**config.mk**
```make
export PLATFORM = sky130hd
export DESIGN_NAME = ref_status_regs
export DESIGN_NICKNAME = d
export VERILOG_FILES = /design/src/common/ref_status_pkg.sv /design/src/logic/src_rank.sv /design/src/logic/ref_status_regs.sv
export SDC_FILE = /design/constraint.sdc
export NUM_CORES = 1
export LEC_CHECK = 0
export BUFFER_PORTS_ARGS = -buffer_cell sky130_fd_sc_hd__buf_2
export CORE_MARGIN = 2
export CORE_UTILIZATION = 60
export CTS_CLUSTER_DIAMETER = 40
export DETAILED_ROUTE_END_ITERATION = 6
export PLACE_DENSITY = 0.95
export SYNTH_ARGS = -nofsm -noshare
export SYNTH_HDL_FRONTEND = slang
export SYNTH_SLANG_ARGS = --single-unit
```
**constraint.sdc**
```tcl
create_clock -name i_ref_clk -period 44.2 [get_ports i_ref_clk]
set_input_delay 4.42 -clock i_ref_clk [delete_from_list [all_inputs] [get_ports i_ref_clk]]
set_output_delay 4.42 -clock i_ref_clk [all_outputs]
set_load 0.01 [all_outputs]
```
**src/common/ref_status_pkg.sv**
```systemverilog
package ref_status_pkg;

  localparam int ADDR_W = 7;
  localparam int DATA_W = 8;

  // Register offsets
  localparam logic [6:0] OFS_PRIORITY_RANK_LOW   = 7'h0a;
  localparam logic [6:0] OFS_PRIORITY_RANK_HIGH  = 7'h0b;
  localparam logic [6:0] OFS_LOOP_FREQUENCY_LOW  = 7'h0c;
  localparam logic [6:0] OFS_LOOP_FREQUENCY_MID  = 7'h0d;
  localparam logic [6:0] OFS_INPUT_VALIDITY_LOW  = 7'h0e;
  localparam logic [6:0] OFS_INPUT_VALIDITY_HIGH = 7'h0f;
  localparam logic [6:0] OFS_SE_INPUT_ALARMS     = 7'h11;

  // Values after reset
  localparam logic [7:0] RST_STATUS    = 8'h00;
  localparam logic [7:0] RST_SE_ALARMS = 8'h22;

  // Frequency count weight, ppm per count
  localparam real FREQ_PPM_PER_COUNT = 0.0003068;

  // Source codes
  localparam logic [3:0] SRC_NONE        = 4'h0;
  localparam logic [3:0] SRC_ONE_SE      = 4'h3;
  localparam logic [3:0] SRC_TWO_SE      = 4'h4;
  localparam logic [3:0] SRC_ONE_DIFF    = 4'h5;
  localparam logic [3:0] SRC_TWO_DIFF    = 4'h6;
  localparam logic [3:0] SRC_STANDBY     = 4'h9;

  // Validity bit positions
  localparam int VLD_ONE_SE   = 2;
  localparam int VLD_TWO_SE   = 3;
  localparam int VLD_ONE_DIFF = 4;
  localparam int VLD_TWO_DIFF = 5;
  localparam int VLD_STANDBY  = 0;

  // Alarm nibble bit positions
  localparam int ALM_PHASE    = 0;
  localparam int ALM_ACTIVITY = 1;

  // Main loop operating state codes
  localparam logic [2:0] LOOP_FREE_RUN        = 3'h1;
  localparam logic [2:0] LOOP_HOLDOVER        = 3'h2;
  localparam logic [2:0] LOOP_LOCKED          = 3'h4;
  localparam logic [2:0] LOOP_SECOND_PRELOCK  = 3'h5;
  localparam logic [2:0] LOOP_PRELOCK         = 3'h6;
  localparam logic [2:0] LOOP_PHASE_LOST      = 3'h7;

  typedef enum logic [2:0] {
    ST_FREE_RUN,
    ST_HOLDOVER,
    ST_LOCKED,
    ST_SECOND_PRELOCK,
    ST_PRELOCK,
    ST_PHASE_LOST
  } loop_state_type;

endpackage

```
**src/logic/src_rank.sv**
```systemverilog
`timescale 1ns/1ps
module src_rank
  import ref_status_pkg::*;
#(
  parameter int N_SRC = 5
) (
  input  wire logic [N_SRC-1:0]   i_valid,
  input  wire logic [N_SRC*4-1:0] i_prio,
  input  wire logic [N_SRC*4-1:0] i_code,
  output logic      [3:0]         o_first,
  output logic      [3:0]         o_second,
  output logic      [3:0]         o_third
);

  // Combinational ranking; lowest nonzero priority wins, ties by index
  logic [N_SRC-1:0] used;
  logic [3:0]       best_code [3];
  logic [4:0]       best_prio;
  int               best_idx;

  always_comb begin
    used = '0;
    best_prio = 5'h1f;
    best_idx = 0;
    for (int r = 0; r < 3; r++) begin
      best_code[r] = SRC_NONE;
      best_prio = 5'h1f;
      best_idx = -1;
      for (int k = 0; k < N_SRC; k++) begin
        if (i_valid[k] && !used[k] && (i_prio[k*4 +: 4] != 4'h0) &&
            ({1'b0, i_prio[k*4 +: 4]} < best_prio)) begin
          best_prio = {1'b0, i_prio[k*4 +: 4]};
          best_idx = k;
        end
      end
      for (int k = 0; k < N_SRC; k++) begin
        if (k == best_idx) begin
          used[k] = 1'b1;
          best_code[r] = i_code[k*4 +: 4];
        end
      end
    end
    o_first  = best_code[0];
    o_second = best_code[1];
    o_third  = best_code[2];
  end

endmodule // src_rank

```
**src/logic/ref_status_regs.sv**
```systemverilog
`timescale 1ns/1ps
// Overview of operation
// - Loop state codes 001,010,100,101,110,111 only
// - Three rank fields, 0000 when too few
// - Source codes 3,4,5,6,9 identify five inputs
// - Offset 0x0a low nibble: selected source
// - Select bit chooses main or aux frequency
// - Signed frequency, low byte 0x0c, high 0x0d
// - Validity low bits 2..5, high when alarm-free
// - Validity high bit 0 is standby input
// - Alarm register 0x11, reset value 0x22
// - Alarm register writable only in test mode
// - Nibble bit 1 activity, bit 0 phase
module ref_status_regs
  import ref_status_pkg::*;
(
  input  wire logic                        i_ref_clk,
  input  wire logic                        i_rst,
  input  wire logic [ref_status_pkg::ADDR_W-1:0] i_addr,
  input  wire logic                        i_wr_en,
  input  wire logic                        i_rd_en,
  input  wire logic [ref_status_pkg::DATA_W-1:0] i_wdata,
  output logic      [ref_status_pkg::DATA_W-1:0] o_rdata,
  input  wire logic                        i_test_mode,
  input  wire logic                        i_loop_report_select,
  input  wire ref_status_pkg::loop_state_type i_main_loop_state,
  input  wire logic [15:0]                 i_main_loop_freq,
  input  wire logic [15:0]                 i_aux_loop_freq,
  input  wire logic [4:0]                  i_no_activity,
  input  wire logic [4:0]                  i_phase_alarm,
  input  wire logic [19:0]                 i_priority,
  input  wire logic [2:0]                  i_selected_idx,
  output logic      [2:0]                  o_main_loop_code
);
  import ref_status_pkg::*;

  // Input order: one_se, two_se, one_diff, two_diff, standby
  localparam logic [19:0] SRC_CODES = {SRC_STANDBY, SRC_TWO_DIFF,
                                       SRC_ONE_DIFF, SRC_TWO_SE,
                                       SRC_ONE_SE};

  logic [4:0]  valid_d;
  logic [4:0]  valid_q;
  logic [19:0] prio_q;
  logic [15:0] freq_d;
  logic [15:0] freq_q;
  logic [3:0]  sel_code_d;
  logic [3:0]  sel_code_q;
  logic [2:0]  state_code_d;
  logic [2:0]  state_code_q;
  logic [7:0]  se_alarm_q;
  logic [7:0]  se_alarm_d;
  logic        alarm_wr;
  logic [3:0]  rank1;
  logic [3:0]  rank2;
  logic [3:0]  rank3;
  logic [7:0]  rank_low_img;
  logic [7:0]  rank_high_img;
  logic [7:0]  vld_low_img;
  logic [7:0]  vld_high_img;
  logic [7:0]  rdata_d;

  // An input is valid only with no outstanding alarm
  for (genvar g = 0; g < 5; g++) begin : gen_valid
    assign valid_d[g] = ~(i_no_activity[g] | i_phase_alarm[g]);
  end

  always_ff @(posedge i_ref_clk) begin
    if (i_rst) begin
      valid_q <= '0;
    end else begin
      valid_q <= valid_d;
    end
  end

  // Priorities registered with validity so ranks see one cycle
  always_ff @(posedge i_ref_clk) begin
    if (i_rst) begin
      prio_q <= '0;
    end else begin
      prio_q <= i_priority;
    end
  end

  src_rank #(
    .N_SRC (5)
  ) u_rank (
    .i_valid  (valid_q),
    .i_prio   (prio_q),
    .i_code   (SRC_CODES),
    .o_first  (rank1),
    .o_second (rank2),
    .o_third  (rank3)
  );

  // Report select only steers; both loops keep running behind it
  always_comb begin
    freq_d = i_main_loop_freq;
    if (i_loop_report_select) begin
      freq_d = i_aux_loop_freq;
    end
  end

  // Frequency captured as one word so both bytes stay coherent
  always_ff @(posedge i_ref_clk) begin
    if (i_rst) begin
      freq_q <= '0;
    end else begin
      freq_q <= freq_d;
    end
  end

  // Index 5 and above means nothing selected
  always_comb begin
    sel_code_d = SRC_NONE;
    case (i_selected_idx)
      3'd0:    sel_code_d = SRC_ONE_SE;
      3'd1:    sel_code_d = SRC_TWO_SE;
      3'd2:    sel_code_d = SRC_ONE_DIFF;
      3'd3:    sel_code_d = SRC_TWO_DIFF;
      3'd4:    sel_code_d = SRC_STANDBY;
      default: sel_code_d = SRC_NONE;
    endcase
  end

  // Selected source may differ from top rank when non-revertive
  always_ff @(posedge i_ref_clk) begin
    if (i_rst) begin
      sel_code_q <= SRC_NONE;
    end else begin
      sel_code_q <= sel_code_d;
    end
  end

  // Unused codes 000 and 011 can never be produced
  always_comb begin
    state_code_d = LOOP_FREE_RUN;
    case (i_main_loop_state)
      ST_FREE_RUN:       state_code_d = LOOP_FREE_RUN;
      ST_HOLDOVER:       state_code_d = LOOP_HOLDOVER;
      ST_LOCKED:         state_code_d = LOOP_LOCKED;
      ST_SECOND_PRELOCK: state_code_d = LOOP_SECOND_PRELOCK;
      ST_PRELOCK:        state_code_d = LOOP_PRELOCK;
      ST_PHASE_LOST:     state_code_d = LOOP_PHASE_LOST;
      default:           state_code_d = LOOP_FREE_RUN;
    endcase
  end

  always_ff @(posedge i_ref_clk) begin
    if (i_rst) begin
      state_code_q <= LOOP_FREE_RUN;
    end else begin
      state_code_q <= state_code_d;
    end
  end
  assign o_main_loop_code = state_code_q;

  // Live alarms unless test mode lets software override
  always_comb begin
    se_alarm_d = 8'h00;
    se_alarm_d[ALM_PHASE]        = i_phase_alarm[0];
    se_alarm_d[ALM_ACTIVITY]     = i_no_activity[0];
    se_alarm_d[4 + ALM_PHASE]    = i_phase_alarm[1];
    se_alarm_d[4 + ALM_ACTIVITY] = i_no_activity[1];
  end

  // Outside test mode a write here is dropped like any other
  assign alarm_wr = i_wr_en && i_test_mode &&
                    (i_addr == OFS_SE_INPUT_ALARMS);

  always_ff @(posedge i_ref_clk) begin
    if (i_rst) begin
      se_alarm_q <= RST_SE_ALARMS;
    end else if (alarm_wr) begin
      // Test write holds for one cycle, then live alarms return
      se_alarm_q <= i_wdata;
    end else begin
      se_alarm_q <= se_alarm_d;
    end
  end

  // Rank byte carries the selection in its low nibble
  always_comb begin
    rank_low_img  = {rank1, sel_code_q};
    rank_high_img = {rank3, rank2};
  end

  // Unused validity bits stay zero
  always_comb begin
    vld_low_img               = 8'h00;
    vld_high_img              = 8'h00;
    vld_low_img[VLD_ONE_SE]   = valid_q[0];
    vld_low_img[VLD_TWO_SE]   = valid_q[1];
    vld_low_img[VLD_ONE_DIFF] = valid_q[2];
    vld_low_img[VLD_TWO_DIFF] = valid_q[3];
    vld_high_img[VLD_STANDBY] = valid_q[4];
  end

  // Read mux has no side effects; writes reach only the alarm register, in test mode
  always_comb begin
    rdata_d = 8'h00;
    case (i_addr)
      OFS_PRIORITY_RANK_LOW:   rdata_d = rank_low_img;
      OFS_PRIORITY_RANK_HIGH:  rdata_d = rank_high_img;
      OFS_LOOP_FREQUENCY_LOW:  rdata_d = freq_q[7:0];
      OFS_LOOP_FREQUENCY_MID:  rdata_d = freq_q[15:8];
      OFS_INPUT_VALIDITY_LOW:  rdata_d = vld_low_img;
      OFS_INPUT_VALIDITY_HIGH: rdata_d = vld_high_img;
      OFS_SE_INPUT_ALARMS:     rdata_d = se_alarm_q;
      default:                 rdata_d = 8'h00;
    endcase
  end

  always_ff @(posedge i_ref_clk) begin
    if (i_rst) begin
      o_rdata <= RST_STATUS;
    end else if (i_rd_en) begin
      o_rdata <= rdata_d;
    end
  end

endmodule // ref_status_regs

```
==> metrics.txt, run 1 <==
Routed WL=16,700 um; FMAX=0.0440 GHz; CTS Buf Count=9; residual DRC count=18; root buffer cell=clkbuf_8; EDFF count, synth=0; switching share of power=31.7%; final setup vio count=0; antenna viol nets, final=0; vias per cell=6.77; largest net degree at the start of global routing=62; Detail Placement HPWL=12,600 um; RSZ-0062 raised after global routing=no; final worst slack=21,490 ps; Net Switching=0.0000497 W; fillers=626; Worst setup EP type=flop; initial antenna violation count=0; Yosys reg bits=64; CP required=44,470 ps; Worst path max stage delay=860 ps; total track usage=37.9%; placed cells=793; commonest non-fill, non-tap cell in the layout=buf_2; Comb pwr share=23.1%; most frequent cells in the layout=99 x buf_2, 83 x nor2_1, 64 x dfxtp_1; Max-slew headroom=29.2%; TritonCTS clock tree=built; Port Buffers=99; Starting Density=60.7%; first-pass iteration count of the detailed router=7; maximum vdd ir drop=0.0304 mV; # diodes=0; first-pass GRT wire length=26,300 um; Fin Clk Skew=7.19 ps; status=finished, violations left; Post-CTS Hold Buffers=0; 1st-iter DRT viols=556; setup_tns=0 ps; syn avg cell area=7.96 sq um; Crit Path Class=reg2reg; WP data arrival=22,990 ps; Worst path slowest cell=a2111oi_1; share of cells above drive strength 1=19.9%; I/O Pins=100; CORE AREA=8090 sq um; multi-input logic area=3410 sq um; routability cong.=0.970; synth warn=0; Syn Nets=736; worst-skew pair later-pin latency=350 ps; r2r startpoint=prio_q[1]$_SDFF_PP0_; P&R area growth vs syn=14.7%; Max clock buf depth=2; Slew @ Worst Pin=1060 ps; Slew Limit Fails=0; Clock power frac=36.1%; Netlist cell types=78; FP Rows=33; Hold Startpoint=o_rdata[2]$_SDFFE_PP0P_; Tmin final=22,720 ps; via count=5,477; Hold Vio Cnt, Final=0; die width=94.5 um; fin crit share=51.4%; fraction of the yosys area taken by sequential cells=26.1%; Pwr Density=27.8 nW/um^2; Post-CTS Setup Repair Bufs=0; internal power=0.000107 W; Layout Cells excl Fill=809; LEAKAGE=2.66 nW; R2R Setup Slk=21,490 ps; Synth Instances=617; Die Ht=94.5 um; worst setup path start=prio_q[1]$_SDFF_PP0_; top_reg_cell synth=dfxtp_1; H-tree depth=3; Num Clock Sinks=64; worst min path class=reg2reg; drt wl/cell=20.7 um; nets=818; part of the power in registers=40.8%; CP Launch Type=flop; final core utilization=69.6%; post-CTS sizing=0; Place WS=22,140 ps; Worst-path clk slew=70 ps; Mapped Area=4910 sq um; critical path peak fanout=14; vias in the first global route=5,303; failing checks=DRC; power after layout=0.000157 W; Die ar.=8930 sq um; Max Cap Viol=0; Async SR Flop Fraction=0%; grt total ovfl=0; Reg area=1280 sq um
==> metrics by stage <==
stage                     instance area, sq um  hold slack (ps)
after CTS                                 5630              582
after global routing                      5630              590
after floorplan                           4910              528
final                                     5630              576
after global placement                    5410              499
after detailed placement                  5410              524
==> state kept, by name (all words and copies together) (netlist names) <==
| name | flops |
|---|---|
| o_main_loop_code | 3 |
| valid_q | 5 |
| o_rdata | 8 |
| prio_q | 20 |
| se_alarm_q | 8 |
| freq_q | 16 |
| sel_code_q | 4 |
==> critical path, delay by kind of cell, from the launching register on <==
kind / cells / cell delay (ps)
flip-flops: 1 / 410
AND/OR/NAND/NOR: 23 / 4420
AO/OA/AOI/OAI: 49 / 12530
adder cells (fa/ha/maj): 12 / 3540
multiplexers: 5 / 1430
buffers and inverters: 4 / 290
==> routing by layer <==
layer,vias to the layer above,global-route usage [%],share of wire [%]
met2,374,64.9,47
met1,2511,43.3,38
met5,-,0,0
li1,2482,-,-
met3,110,8.06,8.7
met4,0,22.6,6.3
==> cell families (layout without fill, tap and decap cells) <==
logic type               count (synthesis)  after routing  share of synthesized area [%]
buffers and inverters                   53            140                           4.48
multiplexers                            34             34                           6.98
adder cells (fa/ha/maj)                 31             31                           7.84
XOR/XNOR                                 1              1                          0.178
AND/OR/NAND/NOR                        224            224                           22.2
AO/OA/AOI/OAI                          210            210                           32.3
flip-flops                              64             64                           26.1
==> Yosys cell counts, drive strengths merged, types with 3 or more instances <==
master,instances,area share (%)
nand3,10,1.0
o41ai,7,2.0
a221oi,6,1.2
o211ai,9,1.6
nor2b,28,3.6
nor2,83,6.3
a221o,3,0.61
ha,30,7.6
o41a,4,0.92
a31o,4,0.71
or3,7,0.89
inv,25,1.9
o21a,8,1.2
clkbuf,18,1.4
a211oi,11,2.0
nand2b,4,0.51
mux2i,32,6.5
and4,3,0.59
dfxtp,64,26
nor4,4,0.51
o22ai,7,0.89
a21oi,43,4.6
o21ai,28,2.9
a31oi,16,2.2
a211o,5,0.89
nand2,38,2.9
a2111oi,5,1.1
nor3,22,2.3
a22oi,5,0.76
and2,12,1.5
buf,10,1.2
a21o,20,3.1
o31ai,8,1.3
==> power groups by stage <==
stage                     Clock (W)  Combinational (W)  Sequential, W
after CTS                 0.0000563          0.0000353      0.0000638
after detailed placement          0          0.0000347      0.0000650
final                     0.0000566          0.0000362      0.0000639
after floorplan                   0          0.0000249      0.0000632
after global routing      0.0000588          0.0000396      0.0000642
after global placement            0          0.0000333      0.0000649
==> layout make-up <==
type,count,area share (%)
well taps,105,2.33
clock inverters,6,1.64
inverters,25,1.67
clock buffers,10,2.27
multi-input cells,500,60.6
flip-flops and latches,64,22.7
repair buffers,99,8.79
==> worst paths after layout <==
path,end,cells past startpoint
worst max-delay path,o_rdata[4]$_SDFFE_PP0P_,93
worst min-delay path,o_rdata[2]$_SDFFE_PP0P_,2
worst max register to register,o_rdata[4]$_SDFFE_PP0P_,93
worst min register to register,o_rdata[2]$_SDFFE_PP0P_,2
No activity file was read; power rests on OpenSTA's default activity.
==> run 2: changes to the inputs <==
CORE_UTILIZATION = 56   (was 60)
PLACE_DENSITY = 0.93   (was 0.95)
clock period = 22.8 ns   (was 44.2 ns; I/O delays follow)
==> run 2 against run 1 <==
Net effect:
- critical endpoint unchanged
- the run now ends clean
- clock power increased by 53%
- largest cell class unchanged
- cell count increased by 0.62%
- largest power group unchanged
- utilization decreased by 3.6 points
- highest routed layer unchanged
- critical path depth increased by 1
==> metrics.txt, run 2 (synthesized netlist as in run 1, its figures left out) <==
Hold Startpoint=o_rdata[3]$_SDFFE_PP0P_; maximum vdd ir drop=0.0472 mV (+56%); Slew Limit Fails=0 (unchanged); final setup vio count=0 (unchanged); initial antenna violation count=0 (unchanged); P&R area growth vs syn=15.4%; H-tree depth=3 (unchanged); critical path peak fanout=14 (unchanged); largest net degree at the start of global routing=62 (unchanged); fin crit share=93.4% (+42 points); Num Clock Sinks=64 (unchanged); power after layout=0.000282 W (+80%); LEAKAGE=2.66 nW (about the same); CORE AREA=8590 sq um (+6.2%); R2R Setup Slk=1490 ps (-19,990 ps); residual DRC count=0 (-18); Top delay family on crit path=compound AO/OA/AOI/OAI gates; Starting Density=57.2% (-3.5 points); CTS Buf Count=9 (unchanged); Detail Placement HPWL=12,100 um (-4.1%); die width=97.7 um (+3.4%); Die ar.=9540 sq um (+6.8%); root buffer cell=clkbuf_8; first-pass iteration count of the detailed router=5 (-2); WP data arrival=21,560 ps (-1430 ps); Hold Vio Cnt, Final=0 (unchanged); Routed WL=15,800 um (-5.6%); vias in the first global route=5,178 (-2.4%); vias per cell=6.59 (-2.6%); Crit Path Class=reg2reg; WHS Endpoint=o_rdata[3]$_SDFFE_PP0P_; CP Launch Type=flop; total track usage=33.0% (-4.9 points); Max Cap Viol=0 (unchanged); routability cong.=0.983 (+1.4%); Post-CTS Setup Repair Bufs=0 (unchanged); Tmin final=21,310 ps (-1410 ps); FMAX=0.0469 GHz (+6.6%); commonest non-fill, non-tap cell in the layout=buf_2; first-pass GRT wire length=25,400 um (-3.4%); setup_tns=0 ps (unchanged); TritonCTS clock tree=built; Slew @ Worst Pin=1060 ps (+1.52 ps); Worst setup EP type=flop; grt total ovfl=0 (unchanged); Critical Path Stages=94 (+1.1%); cells on worst reg2reg path=94 (+1.1%); worst min path class=reg2reg; Worst path slowest cell=o41ai_4; RSZ-0062 raised after global routing=no; Fin Clk Skew=14.1 ps (+6.87 ps); Worst R2R End=o_rdata[4]$_SDFFE_PP0P_; final worst slack=1490 ps (-19,990 ps); worst path bufs/invs=6 (+2); drt wl/cell=19.4 um (-6.2%); GR Util met3=5.40% (-2.7 points); Die Ht=97.7 um (+3.4%); Pwr Density=49.8 nW/um^2 (+79%); Worst path max stage delay=530 ps (-330 ps); fillers=663 (+5.9%); GR Layer Usage met2=56.5% (-8.4 points); r2r startpoint=prio_q[1]$_SDFF_PP0_; Max clock buf depth=2 (unchanged); Port Buffers=99 (unchanged); status=complete, no violations; GRT busiest layer=met2; via count=5,367 (-2.0%); Worst-path clk slew=70 ps (about the same); antenna viol nets, final=0 (unchanged); Place WS=1000 ps (-21,140 ps); share of cells above drive strength 1=20.5% (+0.65 points); 1st-iter DRT viols=445 (-20%); nets=820 (+0.24%); largest registers=prio_q: 20 flops, freq_q: 16 flops; worst-skew pair later-pin latency=350 ps (about the same); FP Rows=34 (+3.0%); Max-slew headroom=29.1% (-0.10 points); CP required=23,060 ps (-21,410 ps); Largest register FFs=20 (unchanged); Top reg by flops=prio_q; Worst Hold Path Cells=2 (unchanged); met1 Use GR=39.9% (-3.5 points); # diodes=0 (unchanged); most frequent cells in the layout=99 x buf_2, 82 x nor2_1, 64 x dfxtp_1; I/O Pins=100 (unchanged)
==> run 2: timing repair <==
action | in CTS | in global routing
resized for setup | 0 | 10
endpoints found under the setup margin | 0 | 4
hold buffers | 0 | 0
==> run 2: power by group <==
| group | switching (W) | internal (W) | leakage, nW | total (W) |
|---|---|---|---|---|
| Clock | 0.0000447 | 0.0000420 | 0.0813 | 0.0000866 |
| Sequential | 0.00000695 | 0.000117 | 0.529 | 0.000124 |
| Combinational | 0.0000426 | 0.0000292 | 2.05 | 0.0000717 |
==> run 2: layer usage <==
layer	vias up	part of all wire (%)
li1	2485	-
met1	2451	38
met2	360	48
met3	71	9.3
met4	0	5.0
met5	-	0
==> run 2: area by class of cell <==
class	count	area (sq um)	share of cell area, %
inverters	25	93.8	1.65
clock inverters	5	32.5	0.574
repair buffers	101	510	9.00
multi-input cells	500	3480	61.3
well taps	108	135	2.38
clock buffers	11	141	2.49
flip-flops and latches	64	1280	22.6
==> run 2: worst min-delay path, stage by stage, from the launching register on <==
cell	delay, ps
dfxtp_1	340
a21oi_1	70
nor2_1	80
==> run 2: worst max path at each step <==
stage                          from                 endpoint  slack [ps]
2_1_floorplan  prio_q[1]$_SDFF_PP0_  o_rdata[4]$_SDFFE_PP0P_        3910
3_3_place_gp   prio_q[1]$_SDFF_PP0_  o_rdata[4]$_SDFFE_PP0P_        1360
3_5_place_dp   prio_q[1]$_SDFF_PP0_  o_rdata[4]$_SDFFE_PP0P_        1000
4_1_cts        prio_q[1]$_SDFF_PP0_  o_rdata[4]$_SDFFE_PP0P_         750
5_1_grt        prio_q[1]$_SDFF_PP0_  o_rdata[4]$_SDFFE_PP0P_          20
6_report       prio_q[1]$_SDFF_PP0_  o_rdata[4]$_SDFFE_PP0P_        1490
==> run 2: through the flow <==
step | cell area (sq um) | hold slack [ps] | utilization, % | instances
global route | 5670 | 544 | 66.0 | 814
floorplan | 4910 | 528 | - | 617
CTS | 5610 | 522 | 65.2 | 814
finish | 5670 | 524 | 66.0 | 814
global placement | 5430 | 495 | 63.2 | 798
detailed placement | 5430 | 493 | 63.2 | 798
